==> src/rcr_defs.svh <==
// Purpose: offsets, field positions and fixed values of the capability bank
// Assumes: 12-bit register window, 32-bit AXI4-Lite data
// Notes:   definitions only
`ifndef RCR_DEFS_SVH
`define RCR_DEFS_SVH

`define RCR_ADDR_W          12
`define RCR_DATA_W          32

// byte offsets of the mapped words
`define RCR_VERSION_OFF     12'h000
`define RCR_CAP_LO_OFF      12'h008
`define RCR_CAP_HI_OFF      12'h00c

// version word fields
`define RCR_VER_MINOR_LSB   0
`define RCR_VER_MAJOR_LSB   4
`define RCR_VER_FIELD_W     4

// capability word fields, positions within the 64-bit value
`define RCR_CAP_PSI_BIT     39
`define RCR_CAP_NFR_LSB     40
`define RCR_CAP_NFR_W       8
`define RCR_CAP_ADDRESS_MASK_CEILING_LSB    48
`define RCR_CAP_ADDRESS_MASK_CEILING_W      6
`define RCR_CAP_DWD_BIT     54
`define RCR_CAP_DRD_BIT     55
`define RCR_CAP_GIG_BIT     56
`define RCR_CAP_W           64

// fault slot count limits
`define RCR_SLOTS_W         9
`define RCR_SLOTS_MIN       9'd1
`define RCR_SLOTS_MAX       9'd256

// reset values
`define RCR_CAP_RESET       64'h0000_0000_0000_0000
`define RCR_WORD_RESET      32'h0000_0000
`define RCR_CEIL_UNDEF      6'h00

// AXI response codes
`define RCR_RESP_OKAY       2'b00
`define RCR_RESP_SLVERR     2'b10

`endif

==> src/rcr_pkg.sv <==
// Purpose: types shared by the capability bank modules
// Assumes: constants come from rcr_defs.svh
// Notes:   types only
package rcr_pkg;

    typedef enum logic [1:0] {
        BOOT_HOLD,
        BOOT_SAMPLE,
        BOOT_LIVE
    } rcr_boot_t;

    typedef logic [1:0] rcr_resp_t;

endpackage : rcr_pkg

==> src/rcr_axi_rd.sv <==
// Purpose: AXI4-Lite read channel of the capability bank
// Assumes: lookup_data/lookup_err decode s_araddr combinationally
// Notes:   one read in flight; answer one cycle after address taken
`timescale 1ns/1ps
`include "rcr_defs.svh"

module rcr_axi_rd
    import rcr_pkg::*;
(
    input  wire logic                   ref_clk,
    input  wire logic                   rst,
    input  wire logic                   enable,
    input  wire logic                   s_arvalid,
    output logic                        s_arready,
    output logic [`RCR_DATA_W-1:0]      s_rdata,
    output rcr_resp_t                   s_rresp,
    output logic                        s_rvalid,
    input  wire logic                   s_rready,
    input  wire logic [`RCR_DATA_W-1:0] lookup_data,
    input  wire logic                   lookup_err
);

    logic                   arready_q, arready_d;
    logic                   rvalid_q,  rvalid_d;
    logic [`RCR_DATA_W-1:0] rdata_q,   rdata_d;
    rcr_resp_t              rresp_q,   rresp_d;

    always_comb begin
        rvalid_d = rvalid_q;
        rdata_d  = rdata_q;
        rresp_d  = rresp_q;
        if (rvalid_q && s_rready) begin
            rvalid_d = 1'b0;
        end
        if (s_arvalid && arready_q) begin
            rvalid_d = 1'b1;
            rdata_d  = lookup_data;
            rresp_d  = lookup_err ? `RCR_RESP_SLVERR : `RCR_RESP_OKAY;
        end
        // no new address while an answer waits
        arready_d = enable && !rvalid_d;
    end

    always_ff @(posedge ref_clk or posedge rst) begin
        if (rst) begin
            arready_q <= 1'b0;
            rvalid_q  <= 1'b0;
            rdata_q   <= `RCR_WORD_RESET;
            rresp_q   <= `RCR_RESP_OKAY;
        end else begin
            arready_q <= arready_d;
            rvalid_q  <= rvalid_d;
            rdata_q   <= rdata_d;
            rresp_q   <= rresp_d;
        end
    end

    assign s_arready = arready_q;
    assign s_rvalid  = rvalid_q;
    assign s_rdata   = rdata_q;
    assign s_rresp   = rresp_q;

endmodule : rcr_axi_rd

==> src/rcr_axi_wr.sv <==
// Purpose: AXI4-Lite write channels of the capability bank
// Assumes: aw_hit decodes s_awaddr combinationally
// Notes:   data is discarded; only the response reflects the address
`timescale 1ns/1ps
`include "rcr_defs.svh"

module rcr_axi_wr
    import rcr_pkg::*;
(
    input  wire logic ref_clk,
    input  wire logic rst,
    input  wire logic enable,
    input  wire logic s_awvalid,
    output logic      s_awready,
    input  wire logic s_wvalid,
    output logic      s_wready,
    output rcr_resp_t s_bresp,
    output logic      s_bvalid,
    input  wire logic s_bready,
    input  wire logic aw_hit
);

    logic      awready_q, awready_d;
    logic      wready_q,  wready_d;
    logic      aw_held_q, aw_held_d;
    logic      w_held_q,  w_held_d;
    logic      hit_q,     hit_d;
    logic      bvalid_q,  bvalid_d;
    rcr_resp_t bresp_q,   bresp_d;

    always_comb begin
        aw_held_d = aw_held_q;
        w_held_d  = w_held_q;
        hit_d     = hit_q;
        bvalid_d  = bvalid_q;
        bresp_d   = bresp_q;
        if (bvalid_q && s_bready) begin
            bvalid_d = 1'b0;
        end
        if (aw_held_q && w_held_q && !bvalid_q) begin
            bvalid_d  = 1'b1;
            bresp_d   = hit_q ? `RCR_RESP_OKAY : `RCR_RESP_SLVERR;
            aw_held_d = 1'b0;
            w_held_d  = 1'b0;
        end
        // address and data may arrive in either order
        if (s_awvalid && awready_q) begin
            aw_held_d = 1'b1;
            hit_d     = aw_hit;
        end
        if (s_wvalid && wready_q) begin
            w_held_d = 1'b1;
        end
        awready_d = enable && !aw_held_d && !bvalid_d;
        wready_d  = enable && !w_held_d && !bvalid_d;
    end

    always_ff @(posedge ref_clk or posedge rst) begin
        if (rst) begin
            awready_q <= 1'b0;
            wready_q  <= 1'b0;
            aw_held_q <= 1'b0;
            w_held_q  <= 1'b0;
            hit_q     <= 1'b0;
            bvalid_q  <= 1'b0;
            bresp_q   <= `RCR_RESP_OKAY;
        end else begin
            awready_q <= awready_d;
            wready_q  <= wready_d;
            aw_held_q <= aw_held_d;
            w_held_q  <= w_held_d;
            hit_q     <= hit_d;
            bvalid_q  <= bvalid_d;
            bresp_q   <= bresp_d;
        end
    end

    assign s_awready = awready_q;
    assign s_wready  = wready_q;
    assign s_bvalid  = bvalid_q;
    assign s_bresp   = bresp_q;

endmodule : rcr_axi_wr

==> src/rcr_top.sv <==
// Purpose: read-only version and capability reporting for a remapping unit
// Assumes: strap pins are stable around reset release
// Notes:   straps are caught once; later changes are not seen until reset
`timescale 1ns/1ps
`include "rcr_defs.svh"

// Operation
// - version word at 000h, upper bits zero
// - major revision in version bits 7:4
// - minor revision in version bits 3:0
// - 64-bit capability at 008h, 63:57 zero
// - bit 56 reports first-level gigabyte pages
// - bit 55 reports read draining support
// - bit 54 reports write draining support
// - address-space support forces both drain bits
// - bits 53:48 give largest address mask
// - mask ceiling meaningful only with page-selective
// - address-space support accepts every address mask
// - fault slot count reported minus one
// - slots in bits 47:40, between 1 and 256
// - bit 39 reports page-selective invalidation
module rcr_top
    import rcr_pkg::*;
#(
    parameter logic [`RCR_VER_FIELD_W-1:0] VER_MAJOR = 4'h3, // arbitrary
    parameter logic [`RCR_VER_FIELD_W-1:0] VER_MINOR = 4'h2  // arbitrary
)
(
    input  wire logic                   ref_clk,
    input  wire logic                   rst,
    // strap pins, caught after reset release
    input  wire logic                   strap_gig_page,
    input  wire logic                   strap_read_drain,
    input  wire logic                   strap_write_drain,
    input  wire logic                   strap_process_address_space_support,
    input  wire logic                   strap_psi,
    input  wire logic [5:0]             strap_mask_ceiling,
    input  wire logic [8:0]             strap_fault_slots,
    // AXI4-Lite slave
    input  wire logic [`RCR_ADDR_W-1:0] s_awaddr,
    input  wire logic                   s_awvalid,
    output logic                        s_awready,
    input  wire logic [`RCR_DATA_W-1:0] s_wdata,
    input  wire logic                   s_wvalid,
    output logic                        s_wready,
    output rcr_resp_t                   s_bresp,
    output logic                        s_bvalid,
    input  wire logic                   s_bready,
    input  wire logic [`RCR_ADDR_W-1:0] s_araddr,
    input  wire logic                   s_arvalid,
    output logic                        s_arready,
    output logic [`RCR_DATA_W-1:0]      s_rdata,
    output rcr_resp_t                   s_rresp,
    output logic                        s_rvalid,
    input  wire logic                   s_rready,
    // capability state toward the rest of the unit
    output logic                        caps_live_q,
    output logic                        ext_inval_any_mask_q,
    output logic [8:0]                  fault_slot_count_q
);

    rcr_boot_t                  boot_q, boot_d;
    logic [`RCR_CAP_W-1:0]      cap_q, cap_d;
    logic                       live_q, live_d;
    logic                       any_mask_q, any_mask_d;
    logic [`RCR_SLOTS_W-1:0]    slots_q, slots_d;
    logic [`RCR_DATA_W-1:0]     version_word;
    logic [`RCR_DATA_W-1:0]     rd_lookup;
    logic                       rd_err;
    logic                       aw_hit;
    logic [`RCR_SLOTS_W-1:0]    slots_clamped;

    // boot sequence: one cycle in HOLD after release, then the straps are caught at the end of SAMPLE
    always_comb begin
        boot_d = boot_q;
        case (boot_q)
            BOOT_HOLD:   boot_d = BOOT_SAMPLE;
            BOOT_SAMPLE: boot_d = BOOT_LIVE;
            BOOT_LIVE:   boot_d = BOOT_LIVE;
            default:     boot_d = BOOT_HOLD;
        endcase
    end

    always_ff @(posedge ref_clk or posedge rst) begin
        if (rst) begin
            boot_q <= BOOT_HOLD;
        end else begin
            boot_q <= boot_d;
        end
    end

    // out-of-range strap counts are pulled back inside the legal range
    always_comb begin
        if (strap_fault_slots < `RCR_SLOTS_MIN) begin
            slots_clamped = `RCR_SLOTS_MIN;
        end else if (strap_fault_slots > `RCR_SLOTS_MAX) begin
            slots_clamped = `RCR_SLOTS_MAX;
        end else begin
            slots_clamped = strap_fault_slots;
        end
    end

    // capability word composed from the straps, held after sampling
    always_comb begin
        logic [`RCR_SLOTS_W-1:0] enc;
        enc        = slots_clamped - `RCR_SLOTS_MIN;
        cap_d      = cap_q;
        live_d     = live_q;
        any_mask_d = any_mask_q;
        slots_d    = slots_q;
        if (boot_q == BOOT_SAMPLE) begin
            cap_d = `RCR_CAP_RESET;
            cap_d[`RCR_CAP_GIG_BIT] = strap_gig_page;
            // address-space support needs both drain kinds
            cap_d[`RCR_CAP_DRD_BIT] = strap_read_drain | strap_process_address_space_support;
            cap_d[`RCR_CAP_DWD_BIT] = strap_write_drain | strap_process_address_space_support;
            // ceiling has no meaning without page-selective; report zero
            cap_d[`RCR_CAP_ADDRESS_MASK_CEILING_LSB +: `RCR_CAP_ADDRESS_MASK_CEILING_W] =
                strap_psi ? strap_mask_ceiling : `RCR_CEIL_UNDEF;
            cap_d[`RCR_CAP_NFR_LSB +: `RCR_CAP_NFR_W] =
                enc[`RCR_CAP_NFR_W-1:0];
            cap_d[`RCR_CAP_PSI_BIT] = strap_psi;
            any_mask_d = strap_process_address_space_support;
            slots_d    = slots_clamped;
            live_d     = 1'b1;
        end
    end

    always_ff @(posedge ref_clk or posedge rst) begin
        if (rst) begin
            cap_q      <= `RCR_CAP_RESET;
            live_q     <= 1'b0;
            any_mask_q <= 1'b0;
            slots_q    <= `RCR_SLOTS_MIN;
        end else begin
            cap_q      <= cap_d;
            live_q     <= live_d;
            any_mask_q <= any_mask_d;
            slots_q    <= slots_d;
        end
    end

    // version word: revision nibbles only, everything above reads zero
    always_comb begin
        version_word = `RCR_WORD_RESET;
        version_word[`RCR_VER_MAJOR_LSB +: `RCR_VER_FIELD_W] =
            VER_MAJOR;
        version_word[`RCR_VER_MINOR_LSB +: `RCR_VER_FIELD_W] =
            VER_MINOR;
    end

    // read decode; low address bits select within the word and are ignored
    always_comb begin
        rd_lookup = `RCR_WORD_RESET;
        rd_err    = 1'b0;
        if ({s_araddr[`RCR_ADDR_W-1:2], 2'b00} == `RCR_VERSION_OFF) begin
            rd_lookup = version_word;
        end else if ({s_araddr[`RCR_ADDR_W-1:2], 2'b00} == `RCR_CAP_LO_OFF)
        begin
            rd_lookup = cap_q[31:0];
        end else if ({s_araddr[`RCR_ADDR_W-1:2], 2'b00} == `RCR_CAP_HI_OFF)
        begin
            rd_lookup = cap_q[63:32];
        end else begin
            rd_err = 1'b1;
        end
    end

    // write decode only chooses the answer; stored state never changes
    always_comb begin
        if ({s_awaddr[`RCR_ADDR_W-1:2], 2'b00} == `RCR_VERSION_OFF) begin
            aw_hit = 1'b1;
        end else if ({s_awaddr[`RCR_ADDR_W-1:2], 2'b00} == `RCR_CAP_LO_OFF)
        begin
            aw_hit = 1'b1;
        end else if ({s_awaddr[`RCR_ADDR_W-1:2], 2'b00} == `RCR_CAP_HI_OFF)
        begin
            aw_hit = 1'b1;
        end else begin
            aw_hit = 1'b0;
        end
    end

    // bus held off until the straps are caught, so no stale read escapes
    rcr_axi_rd u_rd (
        .ref_clk     (ref_clk),
        .rst         (rst),
        .enable      (live_q),
        .s_arvalid   (s_arvalid),
        .s_arready   (s_arready),
        .s_rdata     (s_rdata),
        .s_rresp     (s_rresp),
        .s_rvalid    (s_rvalid),
        .s_rready    (s_rready),
        .lookup_data (rd_lookup),
        .lookup_err  (rd_err)
    );

    // write data is taken and dropped
    rcr_axi_wr u_wr (
        .ref_clk   (ref_clk),
        .rst       (rst),
        .enable    (live_q),
        .s_awvalid (s_awvalid),
        .s_awready (s_awready),
        .s_wvalid  (s_wvalid),
        .s_wready  (s_wready),
        .s_bresp   (s_bresp),
        .s_bvalid  (s_bvalid),
        .s_bready  (s_bready),
        .aw_hit    (aw_hit)
    );

    assign caps_live_q          = live_q;
    assign ext_inval_any_mask_q = any_mask_q;
    assign fault_slot_count_q   = slots_q;

endmodule : rcr_top

==> config.mk <==
export PLATFORM = sky130hd
export DESIGN_NAME = rcr_top
export DESIGN_NICKNAME = d
export VERILOG_FILES = /design/src/rcr_pkg.sv /design/src/rcr_axi_rd.sv /design/src/rcr_axi_wr.sv /design/src/rcr_top.sv
export VERILOG_INCLUDE_DIRS = /design/src
export SDC_FILE = /design/constraint.sdc
export NUM_CORES = 1
export LEC_CHECK = 0
export ABC_AREA = 1
export BUFFER_PORTS_ARGS = -buffer_cell sky130_fd_sc_hd__buf_2
export CAP_MARGIN = 40
export CORE_ASPECT_RATIO = 1.75
export CORE_MARGIN = 2
export CORE_UTILIZATION = 49
export CTS_BUF_LIST = sky130_fd_sc_hd__clkbuf_16
export CTS_CLUSTER_DIAMETER = 80
export DETAILED_ROUTE_END_ITERATION = 10
export GPL_TIMING_DRIVEN = 0
export PLACE_DENSITY = 0.79
export SLEW_MARGIN = 20
export SYNTH_ARGS = -nofsm -noshare
export SYNTH_HDL_FRONTEND = slang
export SYNTH_HIERARCHICAL = 1
export SYNTH_SLANG_ARGS = --single-unit
==> constraint.sdc <==
create_clock -name ref_clk -period 1.5 [get_ports ref_clk]
set_input_delay 0.075 -clock ref_clk [delete_from_list [all_inputs] [get_ports ref_clk]]
set_output_delay 0.075 -clock ref_clk [all_outputs]
set_load 0.02 [all_outputs]
After elaboration in Yosys (flattened, before gate mapping):

Cells that the tools add are included.

* flip-flop bits (word level): 75
* input bits: 83
* output and inout bits: 52
* word-level logic and storage cells: 71

* $add $sub $neg: 1
* $lt $le $gt $ge: 2
* eq/ne operators: 6
* muxes and demuxes: 23
* bitwise operators: 2
* reductions and logical operators: 21

Operators with widths (number)
* 25-bit 2-to-1 mux: 3
* 10-bit by 2-bit == test with 1-bit output, second input constant: 4
* 10-bit logical NOT: 2
* 9-bit 2-to-1 mux: 2
* 1-bit 2-to-1 mux: 14
* 1-bit logical AND: 12
* 9-bit greater-than comparator, second input constant: 1
* 9-bit by 1-bit < comparator with 1-bit output, second input constant: 1
* 8-bit by 1-bit subtractor with 8-bit output, second input constant: 1
* 6-bit 2-to-1 mux: 1
* 1-bit logical NOT: 5
* 2-bit 2-to-1 mux: 2
* 2-bit case mux with 2 select lines: 1
* 2-bit by 1-bit == test with 1-bit output, second input constant: 1
* 2-bit == test, second input constant: 1
* 2-bit logical NOT: 1
* 1-bit bitwise OR: 2
* 2-bit OR reduction: 1

Logic depth before layout (Yosys ltp):

* depth after elaboration: 7
* depth in mapped cells: 12
* gate-level depth less buffers: 12

Hierarchy:

Netlist, hierarchy kept.

Modules (own cells, without submodules)
* rcr_top: times used 1, cells an instance 208, area each 1620.3 µm²
* rcr_axi_rd: times used 1, cells an instance 154, area each 1436.4 µm²
* rcr_axi_wr: times used 1, cells an instance 31, area each 291.5 µm²

Least setup slack after synthesis:

Ideal clock, no wire load.

* path kind: flip-flop to flip-flop
* from: reg boot_q[1]
* to: reg cap_q[46]
* arrival time: 1.127 ns
* data required time: 1.373 ns
* setup slack: 0.246 ns
* stages on the path, launching flop included: 7
* buffers on the path: 1
* period minus slack after synthesis: 1.254 ns
* cells stage by stage: dfrtp_1 -> inv_1 -> ha_1 -> clkbuf_1 -> o21ai_0 -> o21ai_1 -> o31ai_1

* word-level cells in the longest chain between the ends: 1

Ends and longest elaborated chain
* start, declared: RTL line rcr_top.sv:62 `rcr_boot_t boot_q, boot_d;`
* start signal, assigned: RTL line rcr_top.sv:88 `boot_q <= boot_d;`
* 2-bit by 1-bit == test with 1-bit output: RTL line rcr_top.sv:111 `if (boot_q == BOOT_SAMPLE) begin`
* end signal, assigned: RTL line rcr_top.sv:131 `` cap_q <= `RCR_CAP_RESET; ``
* end signal, assigned: RTL line rcr_top.sv:136 `cap_q <= cap_d;`
* end, declared: RTL line rcr_top.sv:63 `` logic [`RCR_CAP_W-1:0] cap_q, cap_d; ``

Every way passes these cells.
A chain may end at the register's enable or synchronous reset.

Worst setup path after layout:

* from: reg boot_q[1]
* to: reg cap_q[43]

The elaborated chain is that of the path after synthesis.

==> out/metrics.cfg <==
[status]
outcome=complete, no violations

[detailed_routing]
via_count=2933
drt-total-wl_um=7390
drc=0
routed_via_density=4.86
dr.pass1.iters=4
antenna_left=0
wire_per_inst_um=12.2
drt-initial-drc-count=148

[timing]
drv_slew=0
slew_headroom_pct=52.5
final-hold-violation-count=0
worst_slew_pin_slew_ns=0.711
post-route-min-period_ns=1.38
finalSetupViolCount=0
finalCritPeriodShare_pct=92.0
fmax_mhz=724
rsz0062_at_grt=false
skew_ns=0.00302

[power]
powerDensity_nw_per_um2=1160
netSwitchingFraction_pct=28.3
clockPowerShare_pct=35.0
irDropWorstVdd_mv=0.707
p_seq_share_pct=45.9
power_w=0.00502
p_leak_nw=2.48
combPwrFrac_pct=19.1
p_sw_w=0.00142
p_int_w=0.00360

[global_routing]
grt_pass1_wl_um=12600
overflow=0
grt_pass1_vias=2946
track_usage_pct=22.2
grt_max_degree=36
antenna_found_initial=0

[worst_setup_path]
critPathRequiredTime_ns=1.69
path_cells=inv_1 -> ha_1 -> inv_1 -> clkbuf_2 -> nand2_1 -> nand3_1
timing_worst_setup_path_type=flop to flop
cp_max_fo=10
crit_buf_inv=3
cp-start-kind=flop
cp_slowest_stage_delay_ns=0.35
slowest_stage=dfrtp_1
path_delay_family=buffers and inverters
crit_top_cell=inv_1
cp_data_arrival_time_ns=1.58
crit_path_end_kind=flop

[clock_tree]
root_buffer=clkbuf_16
clkTransAtPathRegs_ns=0.05
cts-buffers-inserted=9
htreeDepth=3
clock_latency_ns=0.33
cts_buffer_depth=2
tritoncts=yes
cts.sink_count=73

[logic_synthesis]
yosysTopAreaCell=dfrtp_1
syn_area_per_cell_um2=8.52
post-synth-top-area-fraction_pct=53.8
ys_seq_area_share_pct=54.6
yosysWarnings=6
netlist_area_um2=3350
synth_cell_types=29
netlist_top_cells_area=dfrtp_1 (54%), nand2_1 (14%), nand3_1 (7.2%)
netlist_instances=393
ys_ff_latch=73

[floorplanning]
io_pins=135
die_y_um=113
die_x_um=66.5
row_count=39
core-area_um2=6590
die_area_um2=7540
start_util_pct=50.8

[final_layout]
num-fill-cells=581
drive_gt1_share_pct=28.2
area_growth_pct=29.5
nets=606
diodes=0
stdcell_area_um2=4340

[place]
routabilityCongestion=0.837
detailed_place.area_um2=3990
io_buffers=95
dp_hpwl_um=5710

[worst_hold_path]
hold_path.class=primary input to flop

[run]
maxCapViolations=0

## power by group through the flow
stage               clock, W  sequential, W  combinational, W
floorplan                  0        0.00250          0.000451
global placement           0        0.00232          0.000916
detailed placement         0        0.00234          0.000949
CTS                  0.00180        0.00231          0.000972
global route         0.00188        0.00232           0.00109
finish               0.00176        0.00230          0.000960
## cell families (layout without fill, tap and decap cells)
group | count (synthesis) | count (layout) | synth area share (%)
adder cells (fa/ha/maj) | 3 | 3 | 1.12
other | 3 | 13 | 0.336
AO/OA/AOI/OAI | 28 | 28 | 4.63
flip-flops | 73 | 73 | 54.6
buffers and inverters | 57 | 176 | 8.67
AND/OR/NAND/NOR | 229 | 229 | 30.6
## cell usage after synthesis
master and instances:
a21oi_1 1, buf_4 10, buf_6 5, clkbuf_1 5
clkinv_2 1, conb_1 3, dfrtp_1 72, dfstp_2 1
ha_1 3, inv_1 32, inv_2 4, nand2_1 128
nand2_2 2, nand2_8 1, nand3_1 48, nand3_2 2
nand4_1 3, nor2_1 23, nor2_2 3, nor3_1 10
nor3_2 6, nor4_1 2, o211a_1 1, o21ai_0 20
o21ai_1 3, o21ai_2 1, o221ai_1 1, o31ai_1 1
or2_2 1
## metrics by stage
stage | instances | TNS (ns) | util, % | hold slack, ns | setup WS (ns)
2_1_floorplan | 403 | 0 | - | -0.122 | 0.246
3_3_place_gp | 580 | 0 | 60.2 | 0.0327 | 0.0232
3_5_place_dp | 581 | -0.0602 | 60.6 | 0.0403 | -0.0208
4_1_cts | 604 | 0 | 65.8 | 0.00768 | 0.0397
5_1_grt | 604 | 0 | 65.8 | 0.0312 | 0.00449
6_report | 604 | 0 | 65.8 | 0.0137 | 0.119
## state kept, by name (all words and copies together), names as in the netlist, 2 cells and up
name,count
cap_q,18
boot_q,2
fault_slot_count_q,9
u_rd/s_rdata,32
## repair_timing
action	in CTS	in global routing
buffers inserted	0	0
endpoints found under the setup margin	4	12
hold buffers	10	0
resized for setup	2	4
hold endpoints to repair	63	0
## tightest hold or removal path, delay by kind of cell
kind / cells / cell delay [ns]
AO/OA/AOI/OAI: 1 / 0.07
AND/OR/NAND/NOR: 1 / 0.07
buffers and inverters: 1 / 0.08
## worst paths after layout
| path | start | end | slack [ns] | depth (start not counted) |
|---|---|---|---|---|
| max | boot_q[1]$_DFF_PP0_ | cap_q[43]$_DFFE_PP0N_ | 0.12 | 6 |
| min | strap_mask_ceiling[2] | cap_q[50]$_DFFE_PP0N_ | 0.01 | 3 |
| max reg2reg | boot_q[1]$_DFF_PP0_ | cap_q[43]$_DFFE_PP0N_ | 0.12 | 6 |
| min reg2reg | u_rd/s_rdata[31]$_DFFE_PP0P_ | u_rd/s_rdata[31]$_DFFE_PP0P_ | 0.47 | 2 |
| max in group asynchronous | rst | fault_slot_count_q[0]$_DFFE_PP1N_ | 0.52 | 4 |
| min in group asynchronous | rst | u_wr/s_bvalid$_DFF_PP0_ | 0.26 | 3 |
## area by class of cell
cell class,count,area [µm²],share of cell area (%)
buffer,20,155,3.58
clock buffer,9,225,5.19
clock inverter,4,15.0,0.346
inverter,37,140,3.23
multi-input combinational,273,1270,29.2
sequential,73,1830,42.2
tap,82,103,2.37
timing repair buffer,106,603,13.9
## cell usage in the layout (no fill, tap or decap), types with 4 or more instances in the layout
cell	Yosys	final
buf_2	0	95
buf_4	10	10
buf_6	5	5
clkbuf_16	0	9
clkbuf_2	0	4
conb_1	3	13
dfrtp_1	72	72
dlygate4sd3_1	0	10
inv_1	32	32
inv_2	4	5
nand2_1	128	128
nand3_1	48	48
nor2_1	23	23
nor3_1	10	10
nor3_2	6	6
o21ai_0	20	20
## routing by layer
metal  up-vias  routed length, µm  track usage [%]
met5         -                  0                0
met4         0                253             13.2
met3        23                321             4.87
met2        83               4070             40.0
met1      1338               2750             22.5
li1       1489                  -                -
Power figures use the tool's default switching activity.
